===== config.mk =====
export PLATFORM = sky130hd
export DESIGN_NAME = mps_sequencer
export DESIGN_NICKNAME = d
export VERILOG_FILES = /design/src/hdl/mps_pkg.sv /design/src/hdl/mps_sequencer.sv
export SDC_FILE = /design/constraint.sdc
export NUM_CORES = 1
export LEC_CHECK = 0
export BUFFER_PORTS_ARGS = -buffer_cell sky130_fd_sc_hd__buf_2
export CAP_MARGIN = 15
export CORE_MARGIN = 4
export CORE_UTILIZATION = 30
export DETAILED_ROUTE_END_ITERATION = 8
export GPL_TIMING_DRIVEN = 0
export PLACE_DENSITY_LB_ADDON = 0.1
export SETUP_SLACK_MARGIN = 0.1
export SLEW_MARGIN = 20
export SYNTH_ARGS = -nofsm -noshare
export SYNTH_HDL_FRONTEND = slang
export SYNTH_SLANG_ARGS = --single-unit

===== constraint.sdc =====
create_clock -name clk -period 3.7 [get_ports clk]
set_clock_uncertainty 0.2 [all_clocks]
set_input_delay 0.185 -clock clk [delete_from_list [all_inputs] [get_ports clk]]
set_output_delay 0.185 -clock clk [all_outputs]
set_load 0.05 [all_outputs]

===== src/hdl/mps_pkg.sv =====
// Overview of operation
// supply ready and enable above high level starts the power-up sequence
// enable below low level shuts down and clears every latched fault
// first boot senses configuration pins inside the init window
// fixed delay before soft-start; outputs float there on first boot
// soft-start slew comes from config pin one, a register bit overrides
// power good released once the output reaches reference after the ramp
// enable high to power good finishes within the start-up bound
// register reads and writes are ignored until start-up completes
// mid-level drive off at first boot, on after sensing if configured
// mid-level drive enabled by register bit or config pin two
// mid-level drive off while enable low, needs recovery time after
// system raises stage driver enable 60 to 100 us after enable
// without mid drive, driver enable leads controller enable by 100 us
// enable re-start skips sensing and reuses the sensed settings
// during a re-start delay the outputs sit at the tri-state level
// registers survive enable toggling, lost only on supply reset
// enable low stops switching after 300 ns, tri-states, pulls power good
// each output gives one low pulse before entering tri-state
// shutdown discharges the output, and the reference in stage mode
// reference adjust output follows the voltage-id input level
// voltage-id active only after power good; before that high impedance
// power good low on faults, enable low and before regulation
// sequencing counters restart on enable low or supply reset
package mps_pkg;

  localparam int unsigned CLK_PERIOD_NS = 8;

  localparam int unsigned INIT_WINDOW_NS = 500000;
  localparam int unsigned PRE_SS_NS      = 200000;
  localparam int unsigned MID_RCV_NS     = 50000;
  localparam int unsigned STOP_DLY_NS    = 300;
  localparam int unsigned BOUND_NS       = 1500000;

  // longest times round down, least times round up
  localparam int unsigned INIT_WINDOW_CYC = INIT_WINDOW_NS / CLK_PERIOD_NS;
  localparam int unsigned PRE_SS_CYC =
    (PRE_SS_NS + CLK_PERIOD_NS - 1) / CLK_PERIOD_NS;
  localparam int unsigned MID_RCV_CYC =
    (MID_RCV_NS + CLK_PERIOD_NS - 1) / CLK_PERIOD_NS;
  localparam int unsigned STOP_DLY_CYC =
    (STOP_DLY_NS + CLK_PERIOD_NS - 1) / CLK_PERIOD_NS;
  localparam int unsigned BOUND_CYC = BOUND_NS / CLK_PERIOD_NS;

  // soft-start ramp: reference codes and cycles per code for each slew
  localparam int unsigned RAMP_TARGET   = 256;
  localparam int unsigned SLEW_SLOW_CYC = 300;
  localparam int unsigned SLEW_FAST_CYC = 150;

  localparam logic [7:0] ADDR_STATUS  = 8'h00;
  localparam logic [7:0] ADDR_SLEW    = 8'h40;
  localparam logic [7:0] ADDR_MIDDRV  = 8'h43;
  localparam int unsigned SLEW_BIT    = 1;
  localparam int unsigned MIDDRV_BIT  = 3;
  localparam logic [7:0] REG_RST      = 8'h00;

  typedef enum logic [2:0] {
    ST_OFF   = 3'b000,
    ST_INIT  = 3'b001,
    ST_DELAY = 3'b010,
    ST_RAMP  = 3'b011,
    ST_GOOD  = 3'b100,
    ST_STOP  = 3'b101,
    ST_LOWP  = 3'b110
  } mps_state_t;

  typedef struct packed {
    logic slew_fast;
    logic mid_en;
  } mps_cfg_t;

  typedef struct packed {
    logic en_hi;
    logic en_lo;
    logic en_sense;
    logic vid;
    logic vout_ok;
    logic uv;
    logic ov;
    logic ot;
    logic cfg_one;
    logic cfg_two;
  } mps_pins_t;

endpackage


===== src/hdl/mps_sequencer.sv =====
`timescale 1ns/10ps
`default_nettype none
module mps_sequencer #(
  parameter int unsigned PHASES   = 8,
  parameter int unsigned INIT_CYC = mps_pkg::INIT_WINDOW_CYC,
  parameter int unsigned DLY_CYC  = mps_pkg::PRE_SS_CYC,
  parameter int unsigned MID_CYC  = mps_pkg::MID_RCV_CYC,
  parameter int unsigned BND_CYC  = mps_pkg::BOUND_CYC
) (
  // clock, supply-ready reset, clock enable
  input  wire logic              clk,
  input  wire logic              rst_n,
  input  wire logic              ce,
  // analog comparator and strap pins, asynchronous
  input  wire mps_pkg::mps_pins_t pins,
  input  wire logic              integrated_stage_mode,
  // switching demand from the control loop
  input  wire logic [PHASES-1:0] pwm_demand,
  // register port
  input  wire logic [7:0]        reg_addr,
  input  wire logic [7:0]        reg_wdata,
  input  wire logic              reg_wr,
  input  wire logic              reg_rd,
  output logic [7:0]             reg_rdata,
  // phase outputs: drive level, enable, mid-level drive
  output logic [PHASES-1:0]      pwm_drive,
  output logic [PHASES-1:0]      pwm_oe,
  output logic                   pwm_mid,
  // open-drain power good
  output logic                   power_good_flag_o,
  output logic                   power_good_flag_oe,
  // voltage-id buffer output
  output logic                   reference_adjust_out_o,
  output logic                   reference_adjust_out_oe,
  // stage reference and discharge switches
  output logic                   stage_reference_hold,
  output logic                   stage_reference_discharge,
  output logic                   output_discharge
);

  localparam int unsigned CW = 20;
  localparam logic [CW-1:0] INIT_LAST = CW'(INIT_CYC - 1);
  localparam logic [CW-1:0] DLY_LAST  = CW'(DLY_CYC - 1);
  localparam logic [CW-1:0] MID_DONE  = CW'(MID_CYC);
  localparam logic [CW-1:0] STOP_LAST = CW'(mps_pkg::STOP_DLY_CYC - 1);
  localparam logic [8:0] RAMP_END  = 9'(mps_pkg::RAMP_TARGET);
  localparam logic [8:0] SLOW_LAST = 9'(mps_pkg::SLEW_SLOW_CYC - 1);
  localparam logic [8:0] FAST_LAST = 9'(mps_pkg::SLEW_FAST_CYC - 1);
  localparam int unsigned RAMP_MAX =
    mps_pkg::RAMP_TARGET * mps_pkg::SLEW_SLOW_CYC;

  // the ramp must fit inside the start-up bound, counters inside CW bits
  if (PHASES < 1 || PHASES > 8 || DLY_CYC < 1 || INIT_CYC < 1 ||
      MID_CYC < 1 || BND_CYC >= (1 << CW) || INIT_CYC >= (1 << CW) ||
      MID_CYC >= (1 << CW) || DLY_CYC + RAMP_MAX + 4 > BND_CYC) begin : g_chk
    $error("mps_sequencer: parameters out of range");
  end

  mps_pkg::mps_pins_t   sync_a_r;
  mps_pkg::mps_pins_t   sync_b_r;
  mps_pkg::mps_state_t  state_r;
  mps_pkg::mps_state_t  state_nxt;
  mps_pkg::mps_cfg_t    cfg_r;
  logic [CW-1:0]        cnt_r;
  logic [CW-1:0]        mid_cnt_r;
  logic [CW-1:0]        bnd_cnt_r;
  logic [8:0]           ramp_code_r;
  logic [8:0]           slew_cnt_r;
  logic                 sensed_r;
  logic                 first_boot_r;
  logic                 fault_r;
  logic                 slew_ovr_r;
  logic                 slew_reg_r;
  logic                 mid_ovr_r;
  logic                 mid_reg_r;
  logic                 pg_release_r;
  logic                 en_off;
  logic                 switching;
  logic                 slew_fast;
  logic                 mid_active;
  logic                 bus_open;
  logic                 ramp_done;
  logic                 stopping;
  logic                 mode_a_r;
  logic                 mode_b_r;

  // two-stage synchronisers; only the second stage is read
  always_ff @(posedge clk or negedge rst_n) begin
    if (!rst_n) begin
      sync_a_r <= '0;
      sync_b_r <= '0;
      mode_a_r <= 1'b0;
      mode_b_r <= 1'b0;
    end else if (ce) begin
      sync_a_r <= pins;
      sync_b_r <= sync_a_r;
      mode_a_r <= integrated_stage_mode;
      mode_b_r <= mode_a_r;
    end
  end

  assign en_off    = sync_b_r.en_lo;
  assign switching = (state_r == mps_pkg::ST_RAMP) ||
                     (state_r == mps_pkg::ST_GOOD);
  assign stopping  = (state_r == mps_pkg::ST_STOP) ||
                     (state_r == mps_pkg::ST_LOWP);
  assign ramp_done = (ramp_code_r == RAMP_END);
  assign bus_open  = (state_r == mps_pkg::ST_GOOD);
  assign slew_fast = slew_ovr_r ? slew_reg_r : cfg_r.slew_fast;
  // mid drive needs sensing done, selection, and recovery after enable
  assign mid_active = sensed_r && (mid_ovr_r ? mid_reg_r : cfg_r.mid_en) &&
                      (mid_cnt_r == MID_DONE);

  always_comb begin
    state_nxt = state_r;
    unique case (state_r)
      mps_pkg::ST_OFF: begin
        if (!sensed_r && sync_b_r.en_sense && !en_off) begin
          state_nxt = mps_pkg::ST_INIT;
        end else if (sensed_r && sync_b_r.en_hi) begin
          state_nxt = mps_pkg::ST_DELAY;
        end
      end
      mps_pkg::ST_INIT: begin
        if (cnt_r == INIT_LAST) begin
          state_nxt = mps_pkg::ST_OFF;
        end
      end
      mps_pkg::ST_DELAY: begin
        if (cnt_r == DLY_LAST) begin
          state_nxt = mps_pkg::ST_RAMP;
        end
      end
      mps_pkg::ST_RAMP: begin
        if (ramp_done && sync_b_r.vout_ok) begin
          state_nxt = mps_pkg::ST_GOOD;
        end
      end
      mps_pkg::ST_GOOD: state_nxt = mps_pkg::ST_GOOD;
      mps_pkg::ST_STOP: begin
        if (cnt_r == STOP_LAST) begin
          state_nxt = mps_pkg::ST_LOWP;
        end
      end
      mps_pkg::ST_LOWP: state_nxt = mps_pkg::ST_OFF;
      default: state_nxt = mps_pkg::ST_OFF;
    endcase
    // switching phases finish through the stop delay, stop states run on, others drop at once
    if (en_off && switching) begin
      state_nxt = mps_pkg::ST_STOP;
    end else if (en_off && !stopping) begin
      state_nxt = mps_pkg::ST_OFF;
    end
  end

  always_ff @(posedge clk or negedge rst_n) begin
    if (!rst_n) begin
      state_r <= mps_pkg::ST_OFF;
    end else if (ce) begin
      state_r <= state_nxt;
    end
  end

  // sequencing counter, restarted on every state change and on enable low outside the stop states
  always_ff @(posedge clk or negedge rst_n) begin
    if (!rst_n) begin
      cnt_r <= '0;
    end else if (ce) begin
      if (state_nxt != state_r || (en_off && !stopping)) begin
        cnt_r <= '0;
      end else begin
        cnt_r <= cnt_r + 1'b1;
      end
    end
  end

  // mid drive recovery counts only while enable is high
  always_ff @(posedge clk or negedge rst_n) begin
    if (!rst_n) begin
      mid_cnt_r <= '0;
    end else if (ce) begin
      if (!sync_b_r.en_hi || en_off) begin
        mid_cnt_r <= '0;
      end else if (mid_cnt_r != MID_DONE) begin
        mid_cnt_r <= mid_cnt_r + 1'b1;
      end
    end
  end

  // soft-start reference ramp, one code per slew period
  always_ff @(posedge clk or negedge rst_n) begin
    if (!rst_n) begin
      ramp_code_r <= '0;
      slew_cnt_r  <= '0;
    end else if (ce) begin
      if (state_r != mps_pkg::ST_RAMP && state_r != mps_pkg::ST_GOOD) begin
        ramp_code_r <= '0;
        slew_cnt_r  <= '0;
      end else if (!ramp_done) begin
        if (slew_cnt_r == (slew_fast ? FAST_LAST : SLOW_LAST)) begin
          slew_cnt_r  <= '0;
          ramp_code_r <= ramp_code_r + 1'b1;
        end else begin
          slew_cnt_r <= slew_cnt_r + 1'b1;
        end
      end
    end
  end

  // configuration sensing, kept until the supply goes away
  always_ff @(posedge clk or negedge rst_n) begin
    if (!rst_n) begin
      sensed_r     <= 1'b0;
      first_boot_r <= 1'b0;
      cfg_r        <= '0;
    end else if (ce) begin
      if (state_r == mps_pkg::ST_INIT && cnt_r == INIT_LAST && !en_off) begin
        sensed_r          <= 1'b1;
        first_boot_r      <= 1'b1;
        cfg_r.slew_fast   <= sync_b_r.cfg_one;
        cfg_r.mid_en      <= sync_b_r.cfg_two;
      end else if (state_r == mps_pkg::ST_GOOD || en_off) begin
        first_boot_r <= 1'b0;
      end
    end
  end

  // latched faults; enable low clears them
  always_ff @(posedge clk or negedge rst_n) begin
    if (!rst_n) begin
      fault_r <= 1'b0;
    end else if (ce) begin
      if (en_off) begin
        fault_r <= 1'b0;
      end else if (switching &&
                   (sync_b_r.uv || sync_b_r.ov || sync_b_r.ot)) begin
        fault_r <= 1'b1;
      end
    end
  end

  // configuration registers; writes accepted only once started
  always_ff @(posedge clk or negedge rst_n) begin
    if (!rst_n) begin
      slew_ovr_r <= 1'b0;
      slew_reg_r <= 1'b0;
      mid_ovr_r  <= 1'b0;
      mid_reg_r  <= 1'b0;
    end else if (ce && reg_wr && bus_open) begin
      if (reg_addr == mps_pkg::ADDR_SLEW) begin
        slew_ovr_r <= 1'b1;
        slew_reg_r <= reg_wdata[mps_pkg::SLEW_BIT];
      end
      if (reg_addr == mps_pkg::ADDR_MIDDRV) begin
        mid_ovr_r <= 1'b1;
        mid_reg_r <= reg_wdata[mps_pkg::MIDDRV_BIT];
      end
    end
  end

  // read data for one cycle after the strobe; zero while closed
  always_ff @(posedge clk or negedge rst_n) begin
    if (!rst_n) begin
      reg_rdata <= mps_pkg::REG_RST;
    end else if (ce) begin
      reg_rdata <= mps_pkg::REG_RST;
      if (reg_rd && bus_open) begin
        unique case (reg_addr)
          mps_pkg::ADDR_STATUS:
            reg_rdata <= {2'b00, pg_release_r, fault_r, sensed_r,
                          state_r};
          mps_pkg::ADDR_SLEW:
            reg_rdata <= 8'(slew_fast) << mps_pkg::SLEW_BIT;
          mps_pkg::ADDR_MIDDRV:
            reg_rdata <= 8'(mid_ovr_r ? mid_reg_r : cfg_r.mid_en)
                         << mps_pkg::MIDDRV_BIT;
          default: reg_rdata <= mps_pkg::REG_RST;
        endcase
      end
    end
  end

  // phase outputs
  always_ff @(posedge clk or negedge rst_n) begin
    if (!rst_n) begin
      pwm_drive <= '0;
      pwm_oe    <= '0;
      pwm_mid   <= 1'b0;
    end else if (ce) begin
      pwm_drive <= '0;
      pwm_oe    <= '0;
      pwm_mid   <= 1'b0;
      if ((switching || state_r == mps_pkg::ST_STOP) && !fault_r) begin
        pwm_drive <= pwm_demand;
        pwm_oe    <= '1;
      end else if (state_r == mps_pkg::ST_LOWP) begin
        pwm_oe <= '1;
      end else if (state_r == mps_pkg::ST_DELAY || fault_r) begin
        // first boot leaves the pins floating, a re-start holds mid level when mid drive is active
        pwm_mid <= mid_active && !first_boot_r;
      end
    end
  end

  // power good, voltage-id buffer and analog switch controls
  always_ff @(posedge clk or negedge rst_n) begin
    if (!rst_n) begin
      pg_release_r              <= 1'b0;
      reference_adjust_out_o    <= 1'b0;
      stage_reference_hold      <= 1'b0;
      stage_reference_discharge <= 1'b0;
      output_discharge          <= 1'b0;
    end else if (ce) begin
      pg_release_r <= (state_nxt == mps_pkg::ST_GOOD) && !fault_r &&
                      !en_off;
      reference_adjust_out_o <= sync_b_r.vid;
      stage_reference_hold <= mode_b_r &&
        (state_r == mps_pkg::ST_DELAY || switching);
      stage_reference_discharge <= mode_b_r &&
        (state_r == mps_pkg::ST_OFF || stopping);
      output_discharge <= (state_r == mps_pkg::ST_OFF ||
                           state_r == mps_pkg::ST_LOWP);
    end
  end

  assign power_good_flag_o       = 1'b0;
  assign power_good_flag_oe      = !pg_release_r || fault_r;
  assign reference_adjust_out_oe = pg_release_r;

  // cycles spent from enable high until the sequencer reaches ST_GOOD
  always_ff @(posedge clk or negedge rst_n) begin
    if (!rst_n) begin
      bnd_cnt_r <= '0;
    end else if (ce) begin
      if (state_r == mps_pkg::ST_OFF) begin
        bnd_cnt_r <= '0;
      end else if (state_r != mps_pkg::ST_GOOD && !stopping &&
                   bnd_cnt_r != '1) begin
        bnd_cnt_r <= bnd_cnt_r + 1'b1;
      end
    end
  end

  AST_PG_ONLY_GOOD: assert property (@(posedge clk) disable iff (!rst_n)
    !power_good_flag_oe |-> state_r == mps_pkg::ST_GOOD && !fault_r)
    else $error("power good released outside regulation");

  AST_PG_EN_LOW: assert property (@(posedge clk) disable iff (!rst_n)
    ce && en_off |=> power_good_flag_oe && !fault_r)
    else $error("power good or fault not cleared on enable low");

  AST_REF_HIZ: assert property (@(posedge clk) disable iff (!rst_n)
    reference_adjust_out_oe |-> state_r == mps_pkg::ST_GOOD)
    else $error("reference adjust driven before power good");

  AST_REF_FOLLOW: assert property (@(posedge clk) disable iff (!rst_n)
    ce |=> reference_adjust_out_o == $past(sync_b_r.vid))
    else $error("reference adjust does not follow voltage id");

  AST_FIRST_HIZ: assert property (@(posedge clk) disable iff (!rst_n)
    ce && state_r == mps_pkg::ST_DELAY && first_boot_r
    |=> pwm_oe == '0 && !pwm_mid)
    else $error("phase outputs driven during first-boot delay");

  AST_RESTART_MID: assert property (@(posedge clk) disable iff (!rst_n)
    ce && state_r == mps_pkg::ST_DELAY && !first_boot_r && mid_active
    && !fault_r |=> pwm_mid && pwm_oe == '0)
    else $error("re-start delay not at tri-state level");

  AST_STOP_SEQ: assert property (@(posedge clk) disable iff (!rst_n)
    ce && state_r == mps_pkg::ST_STOP && cnt_r == STOP_LAST
    |=> state_r == mps_pkg::ST_LOWP)
    else $error("stop delay length wrong");

  AST_LOW_PULSE: assert property (@(posedge clk) disable iff (!rst_n)
    ce && state_r == mps_pkg::ST_LOWP
    |=> pwm_oe == '1 && pwm_drive == '0 ##1 pwm_oe == '0)
    else $error("missing low pulse before tri-state");

  AST_BUS_CLOSED: assert property (@(posedge clk) disable iff (!rst_n)
    ce && reg_rd && !bus_open |=> reg_rdata == 8'h00)
    else $error("register read answered before start-up end");

  AST_DISCHARGE: assert property (@(posedge clk) disable iff (!rst_n)
    ce && state_r == mps_pkg::ST_LOWP |=> output_discharge)
    else $error("discharge not on at shutdown");

  AST_BOUND: assert property (@(posedge clk) disable iff (!rst_n)
    bnd_cnt_r <= CW'(BND_CYC))
    else $error("start-up exceeded its bound");

  AST_MID_RCV: assert property (@(posedge clk) disable iff (!rst_n)
    pwm_mid |-> $past(mid_cnt_r) == MID_DONE)
    else $error("mid drive active before recovery");

endmodule
`default_nettype wire


==> results.toml, run 1 <==
[route]
vias = 4623
totalWireLength_um = 15000
route.detailed.wl_per_inst_um = 16.3
viasPerCell = 5.01
dr.pass1.iters = 4
drc = 0
dr.first_iter.drc_count = 300
antenna_left = 0

[synthesis]
synth-main-ff-cell = "dfrtp_1"
synth_most_common_cell = "dfrtp_1"
netlist_instances = 567
synth.distinct_cells = 68
async_flop_share_pct = 100
yosys-top-cells-count = "113 x dfrtp_1, 63 x nor2_1, 46 x nand2_1, 28 x mux2_2, 28 x nand3_1"
yosysWarnings = 0
yosysSeqAreaShare_pct = 49.3
synth_top_area_cell = "dfrtp_1"
netlist.area_leader.share_pct = 49.3
syn_area_mm2 = 0.00573
yosys-top-cells-area = "dfrtp_1 49%, mux2_2 5.5%, nor2_1 4.1%, xor2_1 3.2%, nand2_1 3.0%"
synth_edf_count = 0
avgSynthCellArea_um2 = 10.1
synth-seq-cells = 113

[sta]
rsz0062_at_grt = "false"
clock.fmax_ghz = 0.319
slew_headroom_pct = 50.9
finalHoldViolations = 0
setup_violations = 0
timing.hold.ws_ps = 51.8
period_needed_ps = 3140
timing.final.crit_share_pct = 84.8
final.setup.tns_ps = 0
drv_slew = 0
worstMarginPinSlew_ps = 736

[clocking]
clock_latency_ps = 410
clk_pin_slew_ps = 50
cts_tree = "built"
htree_levels = 4
cts-root-buf = "clkbuf_16"
cts_buffer_depth = 2
cts_buffers = 17
clock_sinks = 113

[global_route]
antenna_found_initial = 0
grt_overflow = 0
grt_pass1_vias = 4815
grt_max_degree = 62
grt.total_usage_pct = 14.8
grt_first_pass_wirelength_um = 25600

[critical_path]
timing.rr.start = "ramp_code_r[4]"
critPathCaptureType = "register"
worstPathRequired_ps = 3840
reg2reg_slack_ps = 880
critPathKind = "input port to register"
critical_path_peak_fanout = 10
reg2reg_to = "cnt_r[9]"
arrival_ps = 3280
r2r_cells = 7
start_kind = "input port"

[place]
gp_congestion = 0.870
dp_cells = 866
detailed_place.area_mm2 = 0.00639
port_buffers = 62
dp_hpwl_um = 10500

[worst_hold_path]
holdPathEnd = "slew_ovr_r"
hold_path_class = "input port to register"
min_from = "reg_addr[1]"
hold_depth = 3

[die]
die_h_um = 146
die-area_mm2 = 0.0214
die_x_um = 146
core_area_mm2 = 0.0188
initial_utilization_pct = 30.6
row_count = 50
io_pins = 72

[power]
total_power_uw = 4100
p_leak_uw = 0.00321
vdd_drop_max_mv = 0.337
p_per_area_mw_per_mm2 = 564

[finish]
stdcell_area_mm2 = 0.00727
drive_gt1_share_pct = 22.4
diodes = 0
fin_cells = 923
areaGrowthSynthToFinish_pct = 26.9
fin_nets = 724

[outcome]
outcome = "complete, no violations"

[run]
maxCapViolations = 0
-- power breakdown --
part	switching, uW	internal, uW	total [uW]
logic	594	306	900
clock network	583	1180	1770
registers	97.6	1340	1440
-- area by class of cell --
type / count / area [um^2]
inverter: 12 / 45.0
clock inverter: 12 / 190
multi-input combinational: 410 / 2700
tap: 234 / 293
buffer: 34 / 186
fill: 1864 / 11500
clock buffer: 19 / 433
timing repair buffer: 89 / 604
sequential: 113 / 2830
-- routing by layer --
metal | up-vias | share of wire [%] | wire (um) | GRT usage (%)
li1 | 2245 | - | - | -
met1 | 2256 | 49 | 7400 | 20.7
met2 | 109 | 45 | 6790 | 22.0
met3 | 13 | 4.2 | 626 | 3.94
met4 | 0 | 1.4 | 206 | 5.41
met5 | - | 0 | 0 | 0
-- metrics by stage --
step / util [%] / worst slack, ps
detailed placement: 34.0 / 837
finish: 38.8 / 563
CTS: 38.7 / 552
global placement: 33.8 / 726
global route: 38.8 / 420
floorplan: - / 1450
-- flip-flops by register name, indices dropped and copies added (netlist names), 2 cells and up --
signal and flops:
reg_rdata 6, ramp_code_r 9, sync_a_r 10, cnt_r 20
pwm_drive 8, slew_cnt_r 9, cfg_r 2, state_r 3
mid_cnt_r 20, sync_b_r 9
-- placed cells by master, fill, tap and decap left out, types with 9 or more instances in the layout --
cell           synthesis  layout
dlygate4sd3_1          0      26
clkbuf_16              0      17
nand4_1               14      14
a22o_1                10      10
buf_4                 11      11
nor3_1                15      14
nand3_1               28      28
clkbuf_1              17      19
nor2_1                63      63
o21ai_0               26      26
mux2_2                28      28
and3_1                 9       9
buf_2                  2      63
inv_1                 12      12
xnor2_1               15      15
a21oi_1               15      15
dfrtp_1              113     113
xor2_1                21      21
nor4_1                10      10
nand2_1               46      46
-- critical path: stages --
cell and delay, ps:
dlygate4sd3_1 530, buf_2 150, clkbuf_1 300, inv_1 350, clkbuf_1 490, clkbuf_1 540, o2bb2ai_1 180, dlygate4sd3_1 550
-- cell families (layout without fill, tap and decap cells) --
logic type / after synthesis / after routing / share of synthesized area (%)
xor+xnor: 36 / 36 / 5.50
buf+inv: 46 / 166 / 4.04
flops: 113 / 113 / 49.3
simple gates: 241 / 241 / 22.2
fa+ha+maj: 7 / 7 / 1.53
other cells: 1 / 3 / 0.0654
mux: 31 / 31 / 6.02
compound gates: 92 / 92 / 11.3
-- repair_timing --
item,CTS,global route
hold endpoints to repair,87,0
gates resized for setup,0,0
setup buffers,0,0
hold buffers,26,0
-- how the worst max path moves through the flow --
stage,from,to,cells past startpoint
floorplan,ramp_code_r[0],cnt_r[13],9
global placement,rst_n,mid_cnt_r[10],1
detailed placement,ramp_code_r[4],cnt_r[9],7
CTS,ce,reg_rdata[1],8
global route,ce,reg_rdata[1],8
finish,ce,reg_rdata[1],8
No activity file was read; power rests on OpenSTA's default activity.
==> inputs of run 2 (changes only) <==
- clock period: 3.7 -> 3.1 ns (I/O delays scaled with it)
==> run 2 against run 1 <==
Net effect:
- clock power grew 19%
- setup slack lost 150 ps
- critical path depth grew 1
- sequential share of layout area is essentially flat
- sequential power up 19%
- total power grew 19%
- first-iteration DRC count shrank 11%
- largest power group unchanged
- highest routed layer unchanged
==> results.toml, run 2 (synthesized netlist as in run 1, its figures left out) <==
[power]
switching_power_uw = 1520
vdd_drop_max_mv = 0.401
power_frac_comb_pct = 21.9
p_per_area_mw_per_mm2 = 673
p_int_uw = 3380
p_leak_uw = 0.00321
swShare_pct = 31.1
seqPwrFrac_pct = 35.0
pwr-share-clk_pct = 43.0

[critical_path]
critPathCapture = "cnt_r[9]"
worstPathRequired_ps = 3200
critPathKind = "register to register"
reg2reg_slack_ps = 420
r2r_cells = 9
reg2reg_to = "cnt_r[9]"
start_kind = "register"
crit_start = "ramp_code_r[0]"
timing.rr.start = "ramp_code_r[0]"
critical_path_peak_fanout = 10
critPathCaptureType = "register"
arrival_ps = 2790

[route]
route.detailed.wl_per_inst_um = 16.2
totalWireLength_um = 15000
antenna_left = 0
vias = 4621
viasPerCell = 5.01
drc = 0
dr.pass1.iters = 4
dr.first_iter.drc_count = 267

[clocking]
clock_latency_ps = 410
clk_pin_slew_ps = 60
htree_levels = 4
cts_setup_buffers = 0
cts_buffer_depth = 2
cts-root-buf = "clkbuf_16"
cts_buffers = 17
clock_sinks = 113
cts_tree = "built"

[finish]
diodes = 0
nFillCells = 1866
reg_top3 = "cnt_r: 20 flops, mid_cnt_r: 20 flops, sync_a_r: 10 flops"
drive_gt1_share_pct = 22.5
layout_commonest_cell = "dfrtp_1"
stdcell_area_mm2 = 0.00728
areaGrowthSynthToFinish_pct = 27.0
layout.cells.most_common_list = "113 x dfrtp_1, 63 x nor2_1, 63 x buf_2, 46 x nand2_1"
fin_nets = 724
seqCellArea_mm2 = 0.00283
multi_input_area_mm2 = 0.00270

[sta]
final.setup.tns_ps = 0
timing.hold.ws_ps = 24.4
slew_headroom_pct = 50.5
worstMarginPinSlew_ps = 742
drv_slew = 0
timing.final.crit_share_pct = 86.6
setup_violations = 0
period_needed_ps = 2680
rsz0062_at_grt = "false"
finalHoldViolations = 0
clock.fmax_ghz = 0.372

[outcome]
outcome = "complete, no violations"

[die]
io_pins = 72
die_x_um = 146
die_h_um = 146
row_count = 50
core_area_mm2 = 0.0188
initial_utilization_pct = 30.6
die-area_mm2 = 0.0214

[place]
detailed_place.area_mm2 = 0.00639
gp_congestion = 0.870
dp_hpwl_um = 10500
port_buffers = 62

[global_route]
grt_max_degree = 62
grt_overflow = 0
antenna_found_initial = 0
grt.total_usage_pct = 14.8
grt_pass1_vias = 4819
grt_first_pass_wirelength_um = 25600

[worst_hold_path]
hold_path_class = "input port to register"

[run]
maxCapViolations = 0
[run 2: cell count changes in the layout (fill, tap and decap cells not counted)]
cell / before / now
nor4_1: 10 / 9
nor4_2: 1 / 2
[run 2: layer usage]
layer / up-vias / wire [um] / track usage [%] / part of all wire, %
met5: - / 0 / 0 / 0
met4: 0 / 206 / 5.41 / 1.4
met3: 12 / 609 / 3.94 / 4.1
met2: 98 / 6820 / 22.0 / 45
met1: 2265 / 7360 / 20.8 / 49
li1: 2246 / - / - / -
[run 2: final cells by class]
type,instances,area share [%]
Inverter,12,0.619
Clock buffer,19,5.95
Clock inverter,12,2.61
Multi-Input combinational cell,410,37.1
Timing Repair Buffer,89,8.30
Tap cell,234,4.02
Sequential cell,113,38.8
Buffer,34,2.56
[run 2: critical path, stage by stage, from the launching register on]
cell      delay (ps)
dfrtp_1          440
inv_1             80
ha_1             150
and4bb_2         280
nand3_1          100
a21oi_1          310
o211ai_2         190
a211oi_4         540
buf_6            220
nor2_1            60
[run 2: how the worst min path moves through the flow]
stage,start,slack (ps),to,cells after the start
4_1_cts,reg_addr[1],5,slew_ovr_r,3
2_1_floorplan,rst_n,-340,cfg_r[0],0
5_1_grt,reg_addr[1],20,slew_ovr_r,3
6_report,reg_addr[1],20,slew_ovr_r,3
3_5_place_dp,rst_n,-50,stage_reference_hold,1
3_3_place_gp,pwm_demand[5],170,pwm_drive[5],2
[run 2: per-stage QoR]
step | utilization [%] | total power, uW | setup WS (ps) | instances
floorplan | - | 2470 | 850 | 569
global placement | 33.8 | 2770 | 156 | 865
detailed placement | 34.0 | 2790 | 237 | 866
CTS | 38.7 | 4950 | 224 | 923
global route | 38.8 | 5120 | 187 | 923
finish | 38.8 | 4900 | 415 | 923
[run 2: power by group through the flow]
stage / clock network, uW / logic (uW) / registers [uW]
after floorplan: 0 / 635 / 1840
after global placement: 0 / 1030 / 1740
after detailed placement: 0 / 1050 / 1740
after CTS: 2150 / 1080 / 1720
after global routing: 2210 / 1170 / 1740
final: 2110 / 1070 / 1720
[run 2: timing repair]
action,in CTS,in global routing
hold buffers,26,0
endpoints found under the setup margin,0,10
gates resized for setup,0,1
hold endpoints to repair,139,0
==> inputs of run 3 (changes only) <==
- clock period: 3.1 -> 2.5 ns (I/O delays scaled with it)
==> run 3 against run 2 <==
Net effect:
- routed wire length is 3.5% higher
- cell count is 2.6% higher
- die area stayed put
- sequential power is 25% higher
- register-to-register slack worse by 320 ps
- via count is 3.6% higher
- global-route usage is 0.17 points higher
- maximum frequency is 12% higher
- largest power group unchanged
==> results.toml, run 3 (synthesized netlist as in run 1, its figures left out) <==
[route]
drc = 0
wl_met3_um = 608
routed-wl-met2_um = 7200
route.detailed.wl_per_inst_um = 16.4
dr.first_iter.drc_count = 350
dr.pass1.iters = 4
highest_layer = "met4"
totalWireLength_um = 15500
viasPerCell = 5.06
vias = 4788
antenna_left = 0
wl_met1_um = 7460

[critical_path]
critPathSlowestCell = "dfrtp_1"
crit_buf_inv = 3
worstPathRequired_ps = 2610
arrival_ps = 2510
path_delay_family = "simple AND/OR/NAND/NOR gates"
critPathKind = "register to register"
critPathCaptureType = "register"
critical_path_peak_fanout = 6
start_kind = "register"
cp_cell_sequence = "nor4_4, buf_4, and3_4, a31o_2, nor2_1, a211oi_4, buf_6, buf_8, nor2_2"
critical-path-max-stage-delay_ps = 480

[die]
die_h_um = 146
initial_utilization_pct = 30.6
row_count = 50
io_pins = 72
core_area_mm2 = 0.0188
die-area_mm2 = 0.0214
die_x_um = 146

[global_route]
grt_max_degree = 62
grt_first_pass_wirelength_um = 26000
grt_pass1_vias = 4895
antenna_found_initial = 0
grt_overflow = 0
grt.total_usage_pct = 15.0

[sta]
finalHoldViolations = 0
setup_violations = 0
setup_ws_ps = 92.9
timing.final.crit_share_pct = 96.3
period_needed_ps = 2410
rsz0062_at_grt = "true"
slew_headroom_pct = 53.0
worstMarginPinSlew_ps = 700
clock.fmax_ghz = 0.415
drv_slew = 0

[finish]
reg_top3 = "cnt_r: 20 flops, mid_cnt_r: 20 flops, sync_a_r: 10 flops"
nFillCells = 1840
areaGrowthSynthToFinish_pct = 34.4
fin_nets = 748
fin_util_pct = 41.1
drive_gt1_share_pct = 29.9
layout_commonest_cell = "dfrtp_1"
diodes = 0
layout.cells.most_common_list = "107 x dfrtp_1, 61 x buf_2, 53 x nor2_1, 46 x nand2_1, 31 x buf_4"

[power]
p_leak_uw = 0.00337
vdd_drop_max_mv = 0.502
p_per_area_mw_per_mm2 = 818

[clocking]
clock_sinks = 113
htree_levels = 4
cts_buffers = 17
cts_buffer_depth = 2
clock_latency_ps = 420
cts-root-buf = "clkbuf_16"
clk_pin_slew_ps = 60
cts_tree = "built"

[place]
port_buffers = 62
place_ws_ps = -363
dp_hpwl_um = 10500
gp_congestion = 0.870

[run]
maxCapViolations = 0

[worst_hold_path]
hold_path_class = "input port to async pin"

[outcome]
outcome = "complete, no violations"
==> run 3: changes by cell type in the layout (fill, tap and decap cells not counted), moves of 3 or more <==
cell	change
a21oi_1	-3
buf_4	+20
clkbuf_1	-4
clkbuf_2	+3
dfrtp_1	-6
dfrtp_2	+6
nor2_1	-10
nor2_2	+6
nor2_4	+4
==> run 3: routing by layer <==
| layer | track usage (%) | vias to the layer above |
|---|---|---|
| li1 | - | 2296 |
| met1 | 20.9 | 2360 |
| met2 | 22.3 | 116 |
| met3 | 3.94 | 16 |
| met4 | 5.60 | 0 |
| met5 | 0 | - |
==> run 3: path summary, 6_finish.rpt <==
path / startpoint / to / slack, ps / depth (start not counted)
max: ramp_code_r[2] / cnt_r[9] / 90 / 9
min: rst_n / stage_reference_hold / 40 / 2
max reg2reg: ramp_code_r[2] / cnt_r[9] / 90 / 9
min reg2reg: reg_rdata[2] / reg_rdata[2] / 270 / 1
max in group asynchronous: rst_n / ramp_code_r[1] / 1370 / 3
min in group clk: reg_wr / slew_reg_r / 60 / 4
==> run 3: power breakdown <==
part	switching, uW	internal, uW	total (uW)
sequential	157	1990	2150
clock	867	1750	2620
combinational	955	589	1540
==> run 3: final cells by class <==
type | instances | area [um^2] | area share, %
Multi-Input combinational cell | 410 | 2890 | 37.5
Clock inverter | 12 | 190 | 2.47
Inverter | 12 | 45.0 | 0.585
Buffer | 33 | 195 | 2.53
Clock buffer | 19 | 433 | 5.62
Tap cell | 234 | 293 | 3.80
Timing Repair Buffer | 114 | 821 | 10.7
Sequential cell | 113 | 2840 | 36.8
==> run 3: metrics by stage <==
step | cells | power, uW | TNS, ps | hold slack [ps] | area (um^2)
floorplan | 569 | 3060 | 0 | -371 | 5740
global placement | 865 | 3440 | -53460 | 145 | 6340
detailed placement | 866 | 3460 | -8260 | -77.2 | 6390
CTS | 935 | 6240 | 0 | 52.8 | 7420
global route | 947 | 6580 | 0 | 83.7 | 7700
finish | 947 | 6310 | 0 | 44.6 | 7700
==> run 3: what timing repair did <==
action | 4_1_cts | 5_1_grt
setup endpoints to repair | 32 | 44
pin swaps | 4 | 21
resized for setup | 13 | 47
gates cloned | 1 | 0
endpoints found under the hold margin | 140 | 0
hold buffers | 28 | 0
setup buffers | 9 | 13
